`src/core/sdrt_pkg.sv`:
```
package sdrt_pkg;
  // Clock of the controller and of the memory it drives
  localparam int TCK_NS = 40;
  localparam int CW = 16;
  // Fixed figures of the memory timing
  localparam int TZQCS_NCK = 128;
  localparam int TXPR_MIN_NCK = 5;
  localparam int TXS_EXTRA_NS = 10;
  localparam int TCKESR_EXTRA_NCK = 1;
  localparam int TCKSRE_MIN_NCK = 5;
  localparam int TCKSRE_NS = 10;
  localparam int PL_W = 4;

  // Request and command kinds
  typedef enum logic [3:0] {
    K_NODLL = 4'h0,
    K_DLL = 4'h1,
    K_ZQMRS = 4'h2,
    K_ZQS = 4'h3,
    K_RST_EXIT = 4'h4,
    K_SR_ENTER = 4'h5,
    K_SR_EXIT = 4'h6,
    K_PD_ENTER = 4'h7,
    K_PD_EXIT = 4'h8
  } sdrt_kind_t;

  typedef struct packed {
    logic valid;
    sdrt_kind_t kind;
  } sdrt_req_t;

  typedef struct packed {
    logic abort_en;
    logic par_en;
    logic [PL_W-1:0] par_lat;
  } sdrt_cfg_t;

  typedef struct packed {
    logic cke;
    logic clk_en;
    logic cmd_valid;
    sdrt_kind_t cmd_kind;
  } sdrt_dram_t;

  // Nanoseconds to whole cycles, rounded up, never below one
  function automatic logic [CW-1:0] ns2cyc(input int ns);
    int c;
    c = (ns + TCK_NS - 1) / TCK_NS;
    if (c < 1) begin
      c = 1;
    end
    return c[CW-1:0];
  endfunction

  function automatic logic [CW-1:0] max16(input logic [CW-1:0] a, input logic [CW-1:0] b);
    return (a > b) ? a : b;
  endfunction
endpackage

```
`src/core/sdrt_ctrl.sv`:
```
`timescale 1ns/1ns
// Notes on behaviour
// - Short ZQ blocks all commands 128 cycles
// - After reset CKE rise wait max(5,tRFC+10ns)
// - After self-refresh exit wait tRFC+10ns
// - Abort mode allows commands after tRFC4+10ns
// - ZQ and MRS wait tRFC4+10ns after exit; here tRFC+10ns unless in abort mode
// - DLL commands wait DLL lock time after exit
// - Self-refresh CKE low at least tCKE+1
// - Parity adds latency to CKE low time
// - Clock valid max(5,10ns) after SR/PD entry
// - Parity adds latency to clock valid time
// - Stable clock before self-refresh exit
module sdrt_ctrl #(
  parameter int TRFC_NS = 350,
  parameter int TRFC4_NS = 160,
  parameter int TDLLK_NCK = 1024,
  parameter int TCKE_NCK = 3,
  parameter int TCKSRX_NCK = 5
) (
  // Clock and reset
  input wire logic clk_sys,
  input wire logic rst_n,
  // User request side
  input wire sdrt_pkg::sdrt_req_t req,
  output logic req_ready,
  // Static configuration
  input wire sdrt_pkg::sdrt_cfg_t cfg,
  // Toward the memory
  output sdrt_pkg::sdrt_dram_t dram
);
  typedef enum logic [2:0] {
    ST_RST = 3'b000,
    ST_IDLE = 3'b001,
    ST_SR = 3'b010,
    ST_SRX = 3'b011,
    ST_PD = 3'b100
  } sdrt_st_t;

  localparam logic [15:0] ONE = 16'h0001;
  // Cycle counts, every ns figure rounded up
  localparam logic [15:0] C_ZQCS = 16'(sdrt_pkg::TZQCS_NCK);
  localparam logic [15:0] C_XPR = sdrt_pkg::max16(16'(sdrt_pkg::TXPR_MIN_NCK),
    sdrt_pkg::ns2cyc(TRFC_NS + sdrt_pkg::TXS_EXTRA_NS));
  localparam logic [15:0] C_XS = sdrt_pkg::ns2cyc(TRFC_NS + sdrt_pkg::TXS_EXTRA_NS);
  localparam logic [15:0] C_XS4 = sdrt_pkg::ns2cyc(TRFC4_NS + sdrt_pkg::TXS_EXTRA_NS);
  localparam logic [15:0] C_XSDLL = 16'(TDLLK_NCK);
  localparam logic [15:0] C_CKESR = 16'(TCKE_NCK + sdrt_pkg::TCKESR_EXTRA_NCK);
  localparam logic [15:0] C_CKSRE = sdrt_pkg::max16(16'(sdrt_pkg::TCKSRE_MIN_NCK),
    sdrt_pkg::ns2cyc(sdrt_pkg::TCKSRE_NS));
  localparam logic [15:0] C_CKSRX = 16'(TCKSRX_NCK);

  sdrt_st_t st_r, st_nxt;
  logic [15:0] t_any_r, t_any_nxt, t_fast_r, t_fast_nxt, t_dll_r, t_dll_nxt;
  logic [15:0] ph_r, ph_nxt;
  logic cke_r, cke_nxt, clk_r, clk_nxt, cv_r, cv_nxt;
  sdrt_pkg::sdrt_kind_t ck_r, ck_nxt;
  logic [15:0] pl_add, ckesr_c, cksre_c;
  logic any_ok, fast_ok, dll_ok, accept;

  // Parity stretches both the CKE-low and the clock-valid windows
  assign pl_add = cfg.par_en ? {12'h000, cfg.par_lat} : 16'h0000;
  assign ckesr_c = C_CKESR + pl_add;
  assign cksre_c = C_CKSRE + pl_add;
  // A timer at one or zero lets the next command out next cycle
  assign any_ok = (t_any_r <= ONE);
  assign fast_ok = (t_fast_r <= ONE);
  assign dll_ok = (t_dll_r <= ONE);
  assign accept = req.valid && req_ready;
  assign dram = '{cke: cke_r, clk_en: clk_r, cmd_valid: cv_r, cmd_kind: ck_r};

  // Which request may go now; combinational handshake
  always_comb begin
    req_ready = 1'b0;
    case (st_r)
      ST_RST: begin
        req_ready = (req.kind == sdrt_pkg::K_RST_EXIT);
      end
      ST_IDLE: begin
        case (req.kind)
          sdrt_pkg::K_NODLL, sdrt_pkg::K_SR_ENTER, sdrt_pkg::K_PD_ENTER: begin
            req_ready = any_ok;
          end
          sdrt_pkg::K_DLL: begin
            req_ready = any_ok && dll_ok;
          end
          sdrt_pkg::K_ZQMRS, sdrt_pkg::K_ZQS: begin
            req_ready = any_ok && fast_ok;
          end
          default: begin
            req_ready = 1'b0;
          end
        endcase
      end
      ST_SR: begin
        // Exit only once CKE has been low long enough and clock hold is over
        req_ready = (req.kind == sdrt_pkg::K_SR_EXIT) && (ph_r >= ckesr_c)
          && (ph_r >= cksre_c);
      end
      ST_PD: begin
        req_ready = (req.kind == sdrt_pkg::K_PD_EXIT) && (ph_r >= cksre_c);
      end
      default: begin
        req_ready = 1'b0;
      end
    endcase
  end

  // Sequencer next state; timers count down and saturate at zero
  always_comb begin
    st_nxt = st_r;
    t_any_nxt = (t_any_r != 16'h0000) ? t_any_r - ONE : t_any_r;
    t_fast_nxt = (t_fast_r != 16'h0000) ? t_fast_r - ONE : t_fast_r;
    t_dll_nxt = (t_dll_r != 16'h0000) ? t_dll_r - ONE : t_dll_r;
    ph_nxt = (ph_r != 16'hFFFF) ? ph_r + ONE : ph_r;
    cke_nxt = cke_r;
    clk_nxt = clk_r;
    cv_nxt = 1'b0;
    ck_nxt = ck_r;
    if (accept && (st_r != ST_SR)) begin
      cv_nxt = 1'b1;
      ck_nxt = req.kind;
    end
    case (st_r)
      ST_RST: begin
        if (accept) begin
          cke_nxt = 1'b1;
          t_any_nxt = C_XPR;
          st_nxt = ST_IDLE;
        end
      end
      ST_IDLE: begin
        if (accept) begin
          if (req.kind == sdrt_pkg::K_ZQS) begin
            t_any_nxt = C_ZQCS;
          end else if (req.kind == sdrt_pkg::K_SR_ENTER) begin
            cke_nxt = 1'b0;
            ph_nxt = ONE;
            st_nxt = ST_SR;
          end else if (req.kind == sdrt_pkg::K_PD_ENTER) begin
            cke_nxt = 1'b0;
            ph_nxt = ONE;
            st_nxt = ST_PD;
          end
        end
      end
      ST_SR: begin
        // Clock may stop only after the hold window, saving power in refresh
        if (ph_r >= cksre_c) begin
          clk_nxt = 1'b0;
        end
        if (accept) begin
          clk_nxt = 1'b1;
          ph_nxt = ONE;
          st_nxt = ST_SRX;
        end
      end
      ST_SRX: begin
        // Clock runs for the stable period before CKE rises
        if (ph_r >= C_CKSRX) begin
          cke_nxt = 1'b1;
          cv_nxt = 1'b1;
          ck_nxt = sdrt_pkg::K_SR_EXIT;
          t_any_nxt = cfg.abort_en ? C_XS4 : C_XS;
          t_fast_nxt = C_XS4;
          t_dll_nxt = C_XSDLL;
          st_nxt = ST_IDLE;
        end
      end
      ST_PD: begin
        if (accept) begin
          cke_nxt = 1'b1;
          st_nxt = ST_IDLE;
        end
      end
      default: begin
        st_nxt = ST_RST;
      end
    endcase
  end

  // Sequencer registers
  always_ff @(posedge clk_sys or negedge rst_n) begin
    if (!rst_n) begin
      st_r <= ST_RST;
      t_any_r <= 16'h0000;
      t_fast_r <= 16'h0000;
      t_dll_r <= 16'h0000;
      ph_r <= 16'h0000;
      cke_r <= 1'b0;
      clk_r <= 1'b1;
      cv_r <= 1'b0;
      ck_r <= sdrt_pkg::K_NODLL;
    end else begin
      st_r <= st_nxt;
      t_any_r <= t_any_nxt;
      t_fast_r <= t_fast_nxt;
      t_dll_r <= t_dll_nxt;
      ph_r <= ph_nxt;
      cke_r <= cke_nxt;
      clk_r <= clk_nxt;
      cv_r <= cv_nxt;
      ck_r <= ck_nxt;
    end
  end

  // Checker helpers: spacing counters read only by assertions
  logic [15:0] gap_r, gap_nxt, srx_r, srx_nxt, low_r, low_nxt, on_r, on_nxt;
  sdrt_pkg::sdrt_kind_t lk_r, lk_nxt;
  always_comb begin
    gap_nxt = cv_r ? ONE : ((gap_r != 16'hFFFF) ? gap_r + ONE : gap_r);
    lk_nxt = cv_r ? ck_r : lk_r;
    srx_nxt = (cv_r && ck_r == sdrt_pkg::K_SR_EXIT) ? ONE
      : ((srx_r != 16'hFFFF) ? srx_r + ONE : srx_r);
    low_nxt = !cke_r ? ((low_r != 16'hFFFF) ? low_r + ONE : low_r) : 16'h0000;
    on_nxt = clk_r ? ((on_r != 16'hFFFF) ? on_r + ONE : on_r) : 16'h0000;
  end

  always_ff @(posedge clk_sys or negedge rst_n) begin
    if (!rst_n) begin
      gap_r <= 16'hFFFF;
      lk_r <= sdrt_pkg::K_NODLL;
      srx_r <= 16'hFFFF;
      low_r <= 16'h0000;
      on_r <= 16'hFFFF;
    end else begin
      gap_r <= gap_nxt;
      lk_r <= lk_nxt;
      srx_r <= srx_nxt;
      low_r <= low_nxt;
      on_r <= on_nxt;
    end
  end
endmodule

```
`config.mk`:
```
export PLATFORM = sky130hd
export DESIGN_NAME = sdrt_ctrl
export DESIGN_NICKNAME = d
export VERILOG_FILES = /design/src/core/sdrt_pkg.sv /design/src/core/sdrt_ctrl.sv
export SDC_FILE = /design/constraint.sdc
export NUM_CORES = 1
export LEC_CHECK = 0
export BUFFER_PORTS_ARGS = -buffer_cell sky130_fd_sc_hd__buf_2
export CORE_MARGIN = 1.5
export CORE_UTILIZATION = 50
export CTS_CLUSTER_DIAMETER = 150
export DETAILED_ROUTE_END_ITERATION = 7
export MAX_ROUTING_LAYER = met4
export PLACE_DENSITY_LB_ADDON = 0.15
export SLEW_MARGIN = 10
export SYNTH_ARGS = -nofsm -noshare
export SYNTH_HDL_FRONTEND = slang
export SYNTH_SLANG_ARGS = --single-unit
```
`constraint.sdc`:
```
create_clock -name clk_sys -period 6.8 [get_ports clk_sys]
set_clock_uncertainty 0.1 [all_clocks]
set_input_delay 1.36 -clock clk_sys [delete_from_list [all_inputs] [get_ports clk_sys]]
set_output_delay 1.36 -clock clk_sys [all_outputs]
set_load 0.03 [all_outputs]
```
; ---- Word level (Yosys, flattened, before mapping)
; Index checks and enable logic that the tools add are counted.
[totals]
register_bits = 74
inputBits = 13
out_inout_bits = 8
[classes]
addsub = 6
order_cmp = 6
n_eq_ne = 20
n_mux = 46
reduce_logical = 20
[ops]
columns = op, n
row1 = two-way mux 16 bit, 17
row2 = "<= comparator 16 x 1 -> 1 bit, second input constant", 3
row3 = case mux 16 bit (3 select lines), 1
row4 = nonzero test 16 bit, 3
row5 = "subtractor 16 x 1 -> 16 bit, second input constant", 3
row6 = >= comparator 16 x 5 -> 1 bit, 2
row7 = case mux 16 bit (2 select lines), 1
row8 = two-way mux 3 bit, 7
row9 = two-way mux 4 bit, 5
row10 = "adder 16 x 1 -> 16 bit, second input constant", 1
row11 = "equality test 4 x 3 -> 1 bit, second input constant", 4
row12 = ">= comparator 16 x 3 -> 1 bit, second input constant", 1
row13 = "inequality test 16 bit, second input constant", 1
row14 = case mux 3 bit (4 select lines), 1
row15 = AND reduction 6 bit, 2
row16 = two-way mux 1 bit, 11
row17 = "adder 3 x 4 -> 5 bit, first input constant", 2
row18 = "equality test 4 x 2 -> 1 bit, second input constant", 2
row19 = "inequality test 2 bit, second input constant", 4
row20 = logical AND 1 bit, 7
row21 = "equality test 3 x 2 -> 1 bit, second input constant", 2
row22 = case mux 1 bit (3 select lines), 2
row23 = "equality test 4 x 1 -> 1 bit, second input constant", 1
row24 = "equality test 4 bit, second input constant", 1
row25 = other kinds (13), 14

; ---- Depth between registers and ports, before layout
; Gate-level depths: netlist (run 1).
[depth]
depth_word = 11
mapped_depth = 13

; ---- Worst setup path after synthesis (run 1)
; No wires, ideal clock.
[synth_timing]
path_kind = input-to-output
startpoint = input cfg[4] (netlist name)
endpoint = output req_ready
arrival_ns = 3.164
required_time_ns = 5.340
slack_ns = 2.176
path_stages = 10
path_buffers = 1
cell_sequence = clkbuf_1 > and2_1 > ha_1 > a41oi_1 > ha_1 > nor2b_1 > nand2_1 > o211ai_1 > nand3_1 > o211ai_1
[synth_via]
elab_chain_cells = 6
elab_cells_between_ends = 9
cone_classes = add/sub: 2 / order compare: 2 / mux: 2 / reduce/logical: 3
[synth_rtl]
columns = item, line
row1 = "start, declared", sdrt_ctrl.sv:28  ; input wire sdrt_pkg::sdrt_cfg_t cfg,
row2 = two-way mux 4 bit *, sdrt_ctrl.sv:62  ; assign pl_add = cfg.par_en ? {12'h000, cfg.par_lat} : 16'h0000;
row3 = adder 3 x 4 -> 5 bit, sdrt_ctrl.sv:63  ; assign ckesr_c = C_CKESR + pl_add;
row4 = >= comparator 16 x 5 -> 1 bit, sdrt_ctrl.sv:97  ; req_ready = (req.kind == sdrt_pkg::K_SR_EXIT) && (ph_r >= ckesr_c)
row5 = logical AND 1 bit, sdrt_ctrl.sv:97
row6 = logical AND 1 bit, sdrt_ctrl.sv:98  ; && (ph_r >= cksre_c);
row7 = case mux 1 bit (4 select lines) *, sdrt_ctrl.sv:75  ; case (st_r)
row8 = "end, declared", sdrt_ctrl.sv:26  ; output logic req_ready,
; Mark *: on every way between the ends. The rest lies on a longest branch, timed or not.

; ---- Final worst setup path (run 1)
; Ends and elaborated chain as after synthesis.

==> results of run 1 <==
## layout make-up
type / instances / area (µm²) / area share, %
clock buffer: 10 / 128 / 2.64
multi-input combinational: 377 / 2480 / 51.2
inverter: 15 / 56.3 / 1.16
sequential: 74 / 1850 / 38.3
tap: 108 / 135 / 2.79
timing repair buffer: 23 / 125 / 2.58
clock inverter: 6 / 66.3 / 1.37
## cell usage after synthesis (3+ instances only)
cell	n	share of area, %
and2_1	5	0.70
nand3_1	18	2.0
nor3_1	25	2.8
a31oi_1	5	0.70
xnor2_1	23	4.5
ha_1	21	5.9
dfrtp_1	73	41
nor2b_1	8	1.1
or3_1	10	1.4
mux2i_1	6	1.3
nor4_1	12	1.7
nand2_1	44	3.7
a211oi_1	5	0.84
a211o_1	6	1.2
nor2_1	60	5.0
o211ai_1	6	1.0
o21ai_0	15	1.7
nand4_1	14	2.0
buf_1	4	0.34
nand2b_1	4	0.56
and3_1	6	0.84
xor2_1	26	5.1
inv_1	15	1.3
buf_4	3	0.50
or4_1	4	0.67
nand4b_1	4	0.78
clkbuf_1	8	0.67
nor3b_1	5	0.84
a21oi_1	11	1.2
## power by group
| part | switching (µW) | total (µW) | internal (µW) |
|---|---|---|---|
| registers | 233 | 867 | 635 |
| logic | 357 | 666 | 309 |
| clock network | 170 | 341 | 170 |
## sequential cells by signal (all words and copies together) (netlist names)
register  count
ph_r         16
t_dll_r      16
clk_r         1
t_fast_r     16
ck_r          4
t_any_r      16
st_r          3
cke_r         1
cv_r          1
## metal layers
| metal | GRT usage (%) | routed length (µm) | vias up |
|---|---|---|---|
| met2 | 33.9 | 4530 | 42 |
| li1 | - | - | 1758 |
| met3 | 3.24 | 297 | 2 |
| met1 | 29.5 | 4430 | 1735 |
| met4 | 7.03 | 28 | 0 |
| met5 | - | 0 | - |
## kinds of logic after synthesis
logic type,count (synthesis),synth area share [%]
compound gates,69,11.4
xor+xnor,49,9.60
buf+inv,32,3.13
mux,8,1.85
flops,74,41.4
fa+ha+maj,21,5.88
simple gates,230,26.7
## path summary, 6_finish.rpt
| check | to | depth (start not counted) | slack, ns |
|---|---|---|---|
| max | req_ready | 9 | 1.88 |
| min | t_fast_r[7] | 2 | 0.45 |
| max reg2reg | ph_r[3] | 6 | 3.60 |
| min reg2reg | t_fast_r[7] | 2 | 0.45 |
| max in group asynchronous | ph_r[10] | 1 | 4.94 |
| min in group asynchronous | t_any_r[6] | 1 | 1.03 |
## metrics by stage
stage,utilization (%),area (µm²),power (µW),cells
2_1_floorplan,-,4470,1360,483
3_3_place_gp,53.6,4650,1500,597
3_5_place_dp,53.6,4650,1540,597
4_1_cts,55.8,4840,1890,613
5_1_grt,55.8,4840,2050,613
6_report,55.8,4840,1870,613
## tightest hold or removal path, stage by stage (launching register included)
cell and delay, ns:
dfrtp_1 0.39, o41ai_1 0.07, a21oi_1 0.06
==> flow_summary.yaml, run 1 <==
clocking:
  cts_sinks: 74
  clockBufferDepth: 2
  ctsHoldBuffers: 0
  cts_resized: 0
  clk_latency_ns: 0.35
  postCtsSetupBuffers: 0
  clk_transition_reported_paths_ns: 0.08
  cts_buffers: 9
  clockRootBuffer: "clkbuf_8"
  cts_htree_levels: 3
  cts_tree: "built"
placed_design:
  portBuffers: 20
  gp_congestion: 0.788
  post-place-ws_ns: 1.87
  place_hpwl_mm: 6.48
detailed_routing:
  post_drt_wl_per_cell_um: 15.1
  postRouteAntennaNets: 0
  num_vias: 3537
  first_pass_iters: 4
  routed_wl_mm: 9.28
  viasPerCell: 5.77
  drtIter0Drc: 177
  route.detailed.drc: 0
global_route:
  antenna_found_initial: 0
  grt_pass1_wl_mm: 16.5
  grt_use_total_pct: 21.8
  grt_max_degree: 75
  grt_pass1_vias: 3566
  grt_overflow: 0
logic_synthesis:
  syn-cell-area_um2: 4470
  synth-async-reset-ratio_pct: 100
  synthesis.nets: 517
  synth_cells: 483
  ys_seq_elements: 74
  ys_seq_area_share_pct: 41.4
  synth_ff_type: "dfrtp_1"
  synth_cell_types: 58
  postSynthAreaPerCell_um2: 9.26
  synth_edf_count: 0
  ys.warnings.count: 0
floorplan:
  die_h_um: 97.6
  start_util_pct: 51.5
  die_x_um: 97.6
  rows: 34
  die_area_um2: 9520
  core_um2: 8680
  pin_count: 21
timing:
  hold_slack_ns: 0.449
  setup_viol: 0
  slew_headroom_pct: 37.7
  finalSetupTns_ns: 0
  finalCritPeriodShare_pct: 72.4
  fmax_ghz: 0.203
  worst_pin_slew_ns: 0.935
  slew_violations: 0
  rsz0062_at_grt: "no"
  layout_setup_ws_ns: 1.88
  hold_viol_final: 0
  timing.final.crit_period_ns: 4.92
final_layout:
  nFillCells: 815
  antenna_cells: 0
  areaGrowthSynthToFinish_pct: 8.28
  layout_common_cells: "dfrtp_1, nor2_1, nand2_1"
  final_net_count: 534
  final_common_cell: "dfrtp_1"
  layout-drive-gt1-share_pct: 9.90
critical_path:
  startpoint: "cfg[4]"
  cpLargestDelayFamily: "compound AO/OA/AOI/OAI gates"
  cp_max_fo: 9
  critPathKind: "in -> out"
  arrival_ns: 3.46
  required_ns: 5.34
  cp_slowest_stage_delay_ns: 0.43
  worstSetupStartpointType: "input pin"
  crit_slowest_cell: "o311ai_0"
  worst_setup_path_end_kind: "primary output"
  rr_startpoint: "st_r[1]"
  crit_chain: "buf_2, and2_1, ha_1, ha_1, o21ai_0, o311ai_0, nand3_1, o211ai_1, buf_2"
  crit_buf_inv: 2
worst_hold_path:
  worstHoldStart: "t_fast_r[7]"
  hold_class: "reg -> reg"
power:
  p_per_area_nw_per_um2: 387
  leakagePower_uw: 0.00202
  vdd_drop_max_mv: 0.179
outcome:
  status: "finished clean"
flow_run:
  maxCapViolations: 0
(Power assumes the default switching activity.)
==> run 2, diff against run 1 <==
==> constraint.sdc (replaced) <==
create_clock -name clk_sys -period 4 [get_ports clk_sys]
set_clock_uncertainty 0.1 [all_clocks]
set_input_delay 0.8 -clock clk_sys [delete_from_list [all_inputs] [get_ports clk_sys]]
set_output_delay 0.8 -clock clk_sys [all_outputs]
set_load 0.03 [all_outputs]
==> run 2 against run 1 <==
Net effect:
- hold slack worse by 0.0072 ns
- register-to-register slack lost 2.5 ns
- total power is 70% higher
- die area is the same
- clock power up 72%
- via count rose by 0.48%
- final cell count rose by 0.33%
- wire length decreased by 1.7%
- non-clock buffer count up 2
- flip-flop and latch count stayed put
- clock-buffer cell count grew 2
- critical path type unchanged
==> flow_summary.yaml, run 2 (synthesized netlist as in run 1, its figures left out) <==
critical_path:
  arrival_ns: 2.83
  worst_setup_path_end_kind: "primary output"
  cp_slowest_stage_delay_ns: 0.40
  cp_max_fo: 9
  crit_slowest_cell: "o311ai_0"
  critPathKind: "in -> out"
  crit_chain: "buf_2, and2_1, ha_1, ha_1, o21ai_0, o311ai_0, nand3_1, o211ai_1, buf_2"
  required_ns: 3.10
  worstSetupStartpointType: "input pin"
timing:
  rsz0062_at_grt: "no"
  timing.final.crit_period_ns: 3.73
  slew_headroom_pct: 36.2
  layout_setup_ws_ns: 0.266
  finalSetupTns_ns: 0
  fmax_ghz: 0.268
  setup_viol: 0
  finalCritPeriodShare_pct: 93.3
  worst_pin_slew_ns: 0.956
  slew_violations: 0
  hold_viol_final: 0
clocking:
  clockRootBuffer: "clkbuf_8"
  postCtsSetupBuffers: 0
  cts_htree_levels: 3
  cts_tree: "built"
  clockBufferDepth: 2
  cts_sinks: 74
  clk_transition_reported_paths_ns: 0.08
  ctsHoldBuffers: 0
  cts_buffers: 9
  cts_resized: 0
  clk_latency_ns: 0.35
floorplan:
  die_area_um2: 9520
  rows: 34
  die_x_um: 97.6
  core_um2: 8680
  start_util_pct: 51.5
  die_h_um: 97.6
  pin_count: 21
placed_design:
  portBuffers: 20
  gp_congestion: 0.801
  post-place-ws_ns: 0.259
  place_hpwl_mm: 6.30
detailed_routing:
  num_vias: 3554
  route.detailed.drc: 0
  drtIter0Drc: 263
  first_pass_iters: 5
  viasPerCell: 5.78
  post_drt_wl_per_cell_um: 14.8
  routed_wl_mm: 9.12
  postRouteAntennaNets: 0
final_layout:
  final_common_cell: "dfrtp_1"
  layout_common_cells: "dfrtp_1, nor2_1, nand2_1"
  post-route-util_pct: 56.0
  areaGrowthSynthToFinish_pct: 8.67
  nFillCells: 782
  multi_input_comb_area_um2: 2480
  final_net_count: 536
  layout-drive-gt1-share_pct: 10.1
  antenna_cells: 0
  seq_area_um2: 1850
power:
  p_per_area_nw_per_um2: 655
  vdd_drop_max_mv: 0.291
  leakagePower_uw: 0.00204
outcome:
  status: "finished clean"
global_route:
  antenna_found_initial: 0
  grt_pass1_vias: 3468
  grt_max_degree: 75
  grt_use_total_pct: 21.4
  grt_pass1_wl_mm: 16.2
  grt_overflow: 0
flow_run:
  maxCapViolations: 0
worst_hold_path:
  hold_class: "reg -> reg"
[run 2: changes by cell type in the layout (fill, tap and decap cells not counted)]
cell / before / now
clkinvlp_4: 3 / 1
inv_6: 1 / 0
clkbuf_8: 9 / 10
buf_4: 4 / 6
clkinv_4: 0 / 1
clkbuf_1: 1 / 2
[run 2: cell type report]
type,count,share of cell area [%]
well taps,108,2.78
multi-input cells,377,51.0
inverters,15,1.16
clock inverters,4,1.06
flip-flops and latches,74,38.1
clock buffers,12,2.99
repair buffers,25,2.88
[run 2: final timing paths]
kind	from	to	slack [ns]	depth (start not counted)
max in group asynchronous	rst_n	ph_r[11]	2.67	1
min reg2reg	t_fast_r[7]	t_fast_r[7]	0.44	2
min in group asynchronous	rst_n	t_any_r[6]	0.47	1
min	t_fast_r[7]	t_fast_r[7]	0.44	2
max	cfg[4]	req_ready	0.27	9
max reg2reg	ph_r[14]	t_fast_r[2]	1.09	7
[run 2: where the power goes]
group          switching (µW)  total, µW  internal [µW]
combinational             601       1130            526
clock                     281        587            306
sequential                389       1470           1080
[run 2: worst max-delay path, delay by kind of cell]
family / cells / cell delay, ns
AO/OA/AOI/OAI: 3 / 0.63
adder cells (fa/ha/maj): 2 / 0.58
buffers and inverters: 2 / 0.37
AND/OR/NAND/NOR: 2 / 0.45
[run 2: metrics by stage]
step / power [µW] / area [µm²] / hold slack (ns) / std cells
CTS: 3210 / 4860 / 0.445 / 615
floorplan: 2310 / 4470 / 0.404 / 483
global route: 3470 / 4860 / 0.487 / 615
global placement: 2560 / 4660 / 0.424 / 599
finish: 3180 / 4860 / 0.442 / 615
detailed placement: 2600 / 4660 / 0.434 / 599
[run 2: layer usage]
layer | share of wire, % | track usage [%]
met2 | 47 | 33.7
met4 | 1.0 | 5.93
met1 | 48 | 28.4
met3 | 3.6 | 4.03
met5 | 0 | -
==> run 3, diff against run 2 <==
--- a/config.mk
+++ b/config.mk
@@ -5,11 +5,11 @@
 export SDC_FILE = /design/constraint.sdc
 export NUM_CORES = 1
 export LEC_CHECK = 0
-export BUFFER_PORTS_ARGS = -buffer_cell sky130_fd_sc_hd__buf_2
 export CORE_MARGIN = 1.5
-export CORE_UTILIZATION = 50
+export CORE_UTILIZATION = 58
 export CTS_CLUSTER_DIAMETER = 150
 export DETAILED_ROUTE_END_ITERATION = 7
+export DONT_BUFFER_PORTS = 1
 export MAX_ROUTING_LAYER = met4
 export PLACE_DENSITY_LB_ADDON = 0.15
 export SLEW_MARGIN = 10
==> run 3 against run 2 <==
Net effect:
- global-route usage rose by 3.6 points
- clock-buffer cell count did not move
- non-clock buffer count fell by 19
- largest power group unchanged
- highest routed layer unchanged
==> flow_summary.yaml, run 3 (synthesized netlist as in run 1, its figures left out) <==
outcome:
  status: "finished clean"
power:
  p_per_area_nw_per_um2: 675
  p_sw_uw: 1250
  clockPowerShare_pct: 20.3
  internal_power_uw: 1980
  leakagePower_uw: 0.00198
  vdd_drop_max_mv: 0.415
  combPwrFrac_pct: 32.7
  swShare_pct: 38.7
  power_frac_seq_pct: 47.1
critical_path:
  rr_worst_depth: 9
  rr_endpoint: "ph_r[0]"
  arrival_ns: 2.71
  worstSetupStartpointType: "input pin"
  critPathKind: "in -> out"
  crit_chain: "and2_1, ha_1, ha_1, o21ai_0, o311ai_0, nand3_1, o211ai_1"
  required_ns: 3.10
  cpLargestDelayFamily: "compound AO/OA/AOI/OAI gates"
  r2r_slack_ns: 0.99
  crit_buf_inv: 0
  rr_startpoint: "ph_r[0]"
  worst_setup_path_end_kind: "primary output"
  crit_top_cell: "ha_1"
  cp_slowest_stage_delay_ns: 0.44
  crit_slowest_cell: "o311ai_0"
  cp_max_fo: 9
detailed_routing:
  routed_wl_mm: 9.20
  num_vias: 3485
  first_pass_iters: 4
  post_drt_wl_per_cell_um: 15.7
  route.detailed.drc: 0
  viasPerCell: 5.94
  postRouteAntennaNets: 0
  drtIter0Drc: 200
floorplan:
  core_um2: 7370
  die_h_um: 90.8
  rows: 31
  die_area_um2: 8250
  die_x_um: 90.8
  pin_count: 21
  start_util_pct: 60.7
timing:
  finalCritPeriodShare_pct: 90.3
  hold_slack_ns: 0.0443
  rsz0062_at_grt: "no"
  hold_viol_final: 0
  finalSetupTns_ns: 0
  slew_headroom_pct: 46.8
  worst_pin_slew_ns: 0.791
  setup_viol: 0
  slew_violations: 0
  timing.final.crit_period_ns: 3.61
  fmax_ghz: 0.277
final_layout:
  multi_input_comb_area_um2: 2480
  layout-drive-gt1-share_pct: 6.76
  post-route-util_pct: 64.9
  final_net_count: 517
  final_common_cell: "dfrtp_1"
  seq_area_um2: 1850
  layout_common_cells: "dfrtp_1, nor2_1, nand2_1"
  antenna_cells: 0
  nFillCells: 645
  areaGrowthSynthToFinish_pct: 7.02
clocking:
  ctsHoldBuffers: 0
  cts_htree_levels: 3
  postCtsSetupBuffers: 0
  cts_sinks: 74
  cts_resized: 0
  cts_buffers: 9
  clockBufferDepth: 2
  clk_latency_ns: 0.34
  cts_tree: "built"
  clk_transition_reported_paths_ns: 0.08
  clockRootBuffer: "clkbuf_8"
global_route:
  grt_pass1_vias: 3493
  grt_overflow: 0
  grt_use_total_pct: 24.9
  grt_pass1_wl_mm: 16.2
  antenna_found_initial: 0
  grt_max_degree: 75
placed_design:
  portBuffers: 0
  place_hpwl_mm: 6.44
  gp_congestion: 0.903
worst_hold_path:
  hold_class: "in -> async"
flow_run:
  maxCapViolations: 0
==> run 3: area by class of cell <==
| type | count | area share [%] |
|---|---|---|
| Clock buffer | 12 | 3.24 |
| Clock inverter | 4 | 1.54 |
| Inverter | 15 | 1.18 |
| Multi-Input combinational cell | 377 | 51.8 |
| Sequential cell | 74 | 38.7 |
| Tap cell | 99 | 2.59 |
| Timing Repair Buffer | 6 | 0.941 |
==> run 3: worst reg2reg max path, delay by kind of cell, from the launching register on <==
family,cells,cell delay (ns)
flip-flops,1,0.45
AO/OA/AOI/OAI,3,1.12
buffers and inverters,2,0.37
adder cells (fa/ha/maj),1,0.31
AND/OR/NAND/NOR,3,0.60
==> run 3: worst max path at each step <==
| stage | start | endpoint | slack [ns] | cells past startpoint |
|---|---|---|---|---|
| 2_1_floorplan | cfg[4] | req_ready | 0.50 | 10 |
| 3_3_place_gp | cfg[4] | req_ready | 0.43 | 7 |
| 3_5_place_dp | cfg[4] | req_ready | 0.40 | 7 |
| 4_1_cts | t_any_r[14] | req_ready | 0.39 | 5 |
| 5_1_grt | t_any_r[14] | req_ready | 0.24 | 5 |
| 6_report | cfg[4] | req_ready | 0.39 | 7 |
==> run 3: power groups by stage <==
stage | clock (µW) | sequential (µW) | combinational, µW
finish | 655 | 1520 | 1060
global route | 705 | 1580 | 1210
CTS | 671 | 1520 | 1060
detailed placement | 0 | 1530 | 1050
global placement | 0 | 1510 | 1010
floorplan | 0 | 1410 | 900
==> run 3: per-layer routing <==
layer | GRT usage [%] | share of wire [%] | vias to the layer above
li1 | - | - | 1724
met1 | 31.7 | 47 | 1708
met2 | 40.6 | 48 | 47
met3 | 5.30 | 4.3 | 6
met4 | 6.77 | 0.95 | 0
met5 | - | 0 | -
==> run 3: per-stage QoR <==
stage / cells / worst slack, ns / total power (µW) / instance area (µm²)
after floorplan: 483 / 0.496 / 2310 / 4470
after global placement: 571 / 0.426 / 2520 / 4560
after detailed placement: 571 / 0.402 / 2580 / 4560
after CTS: 587 / 0.394 / 3250 / 4790
after global routing: 587 / 0.240 / 3500 / 4790
final: 587 / 0.389 / 3230 / 4790
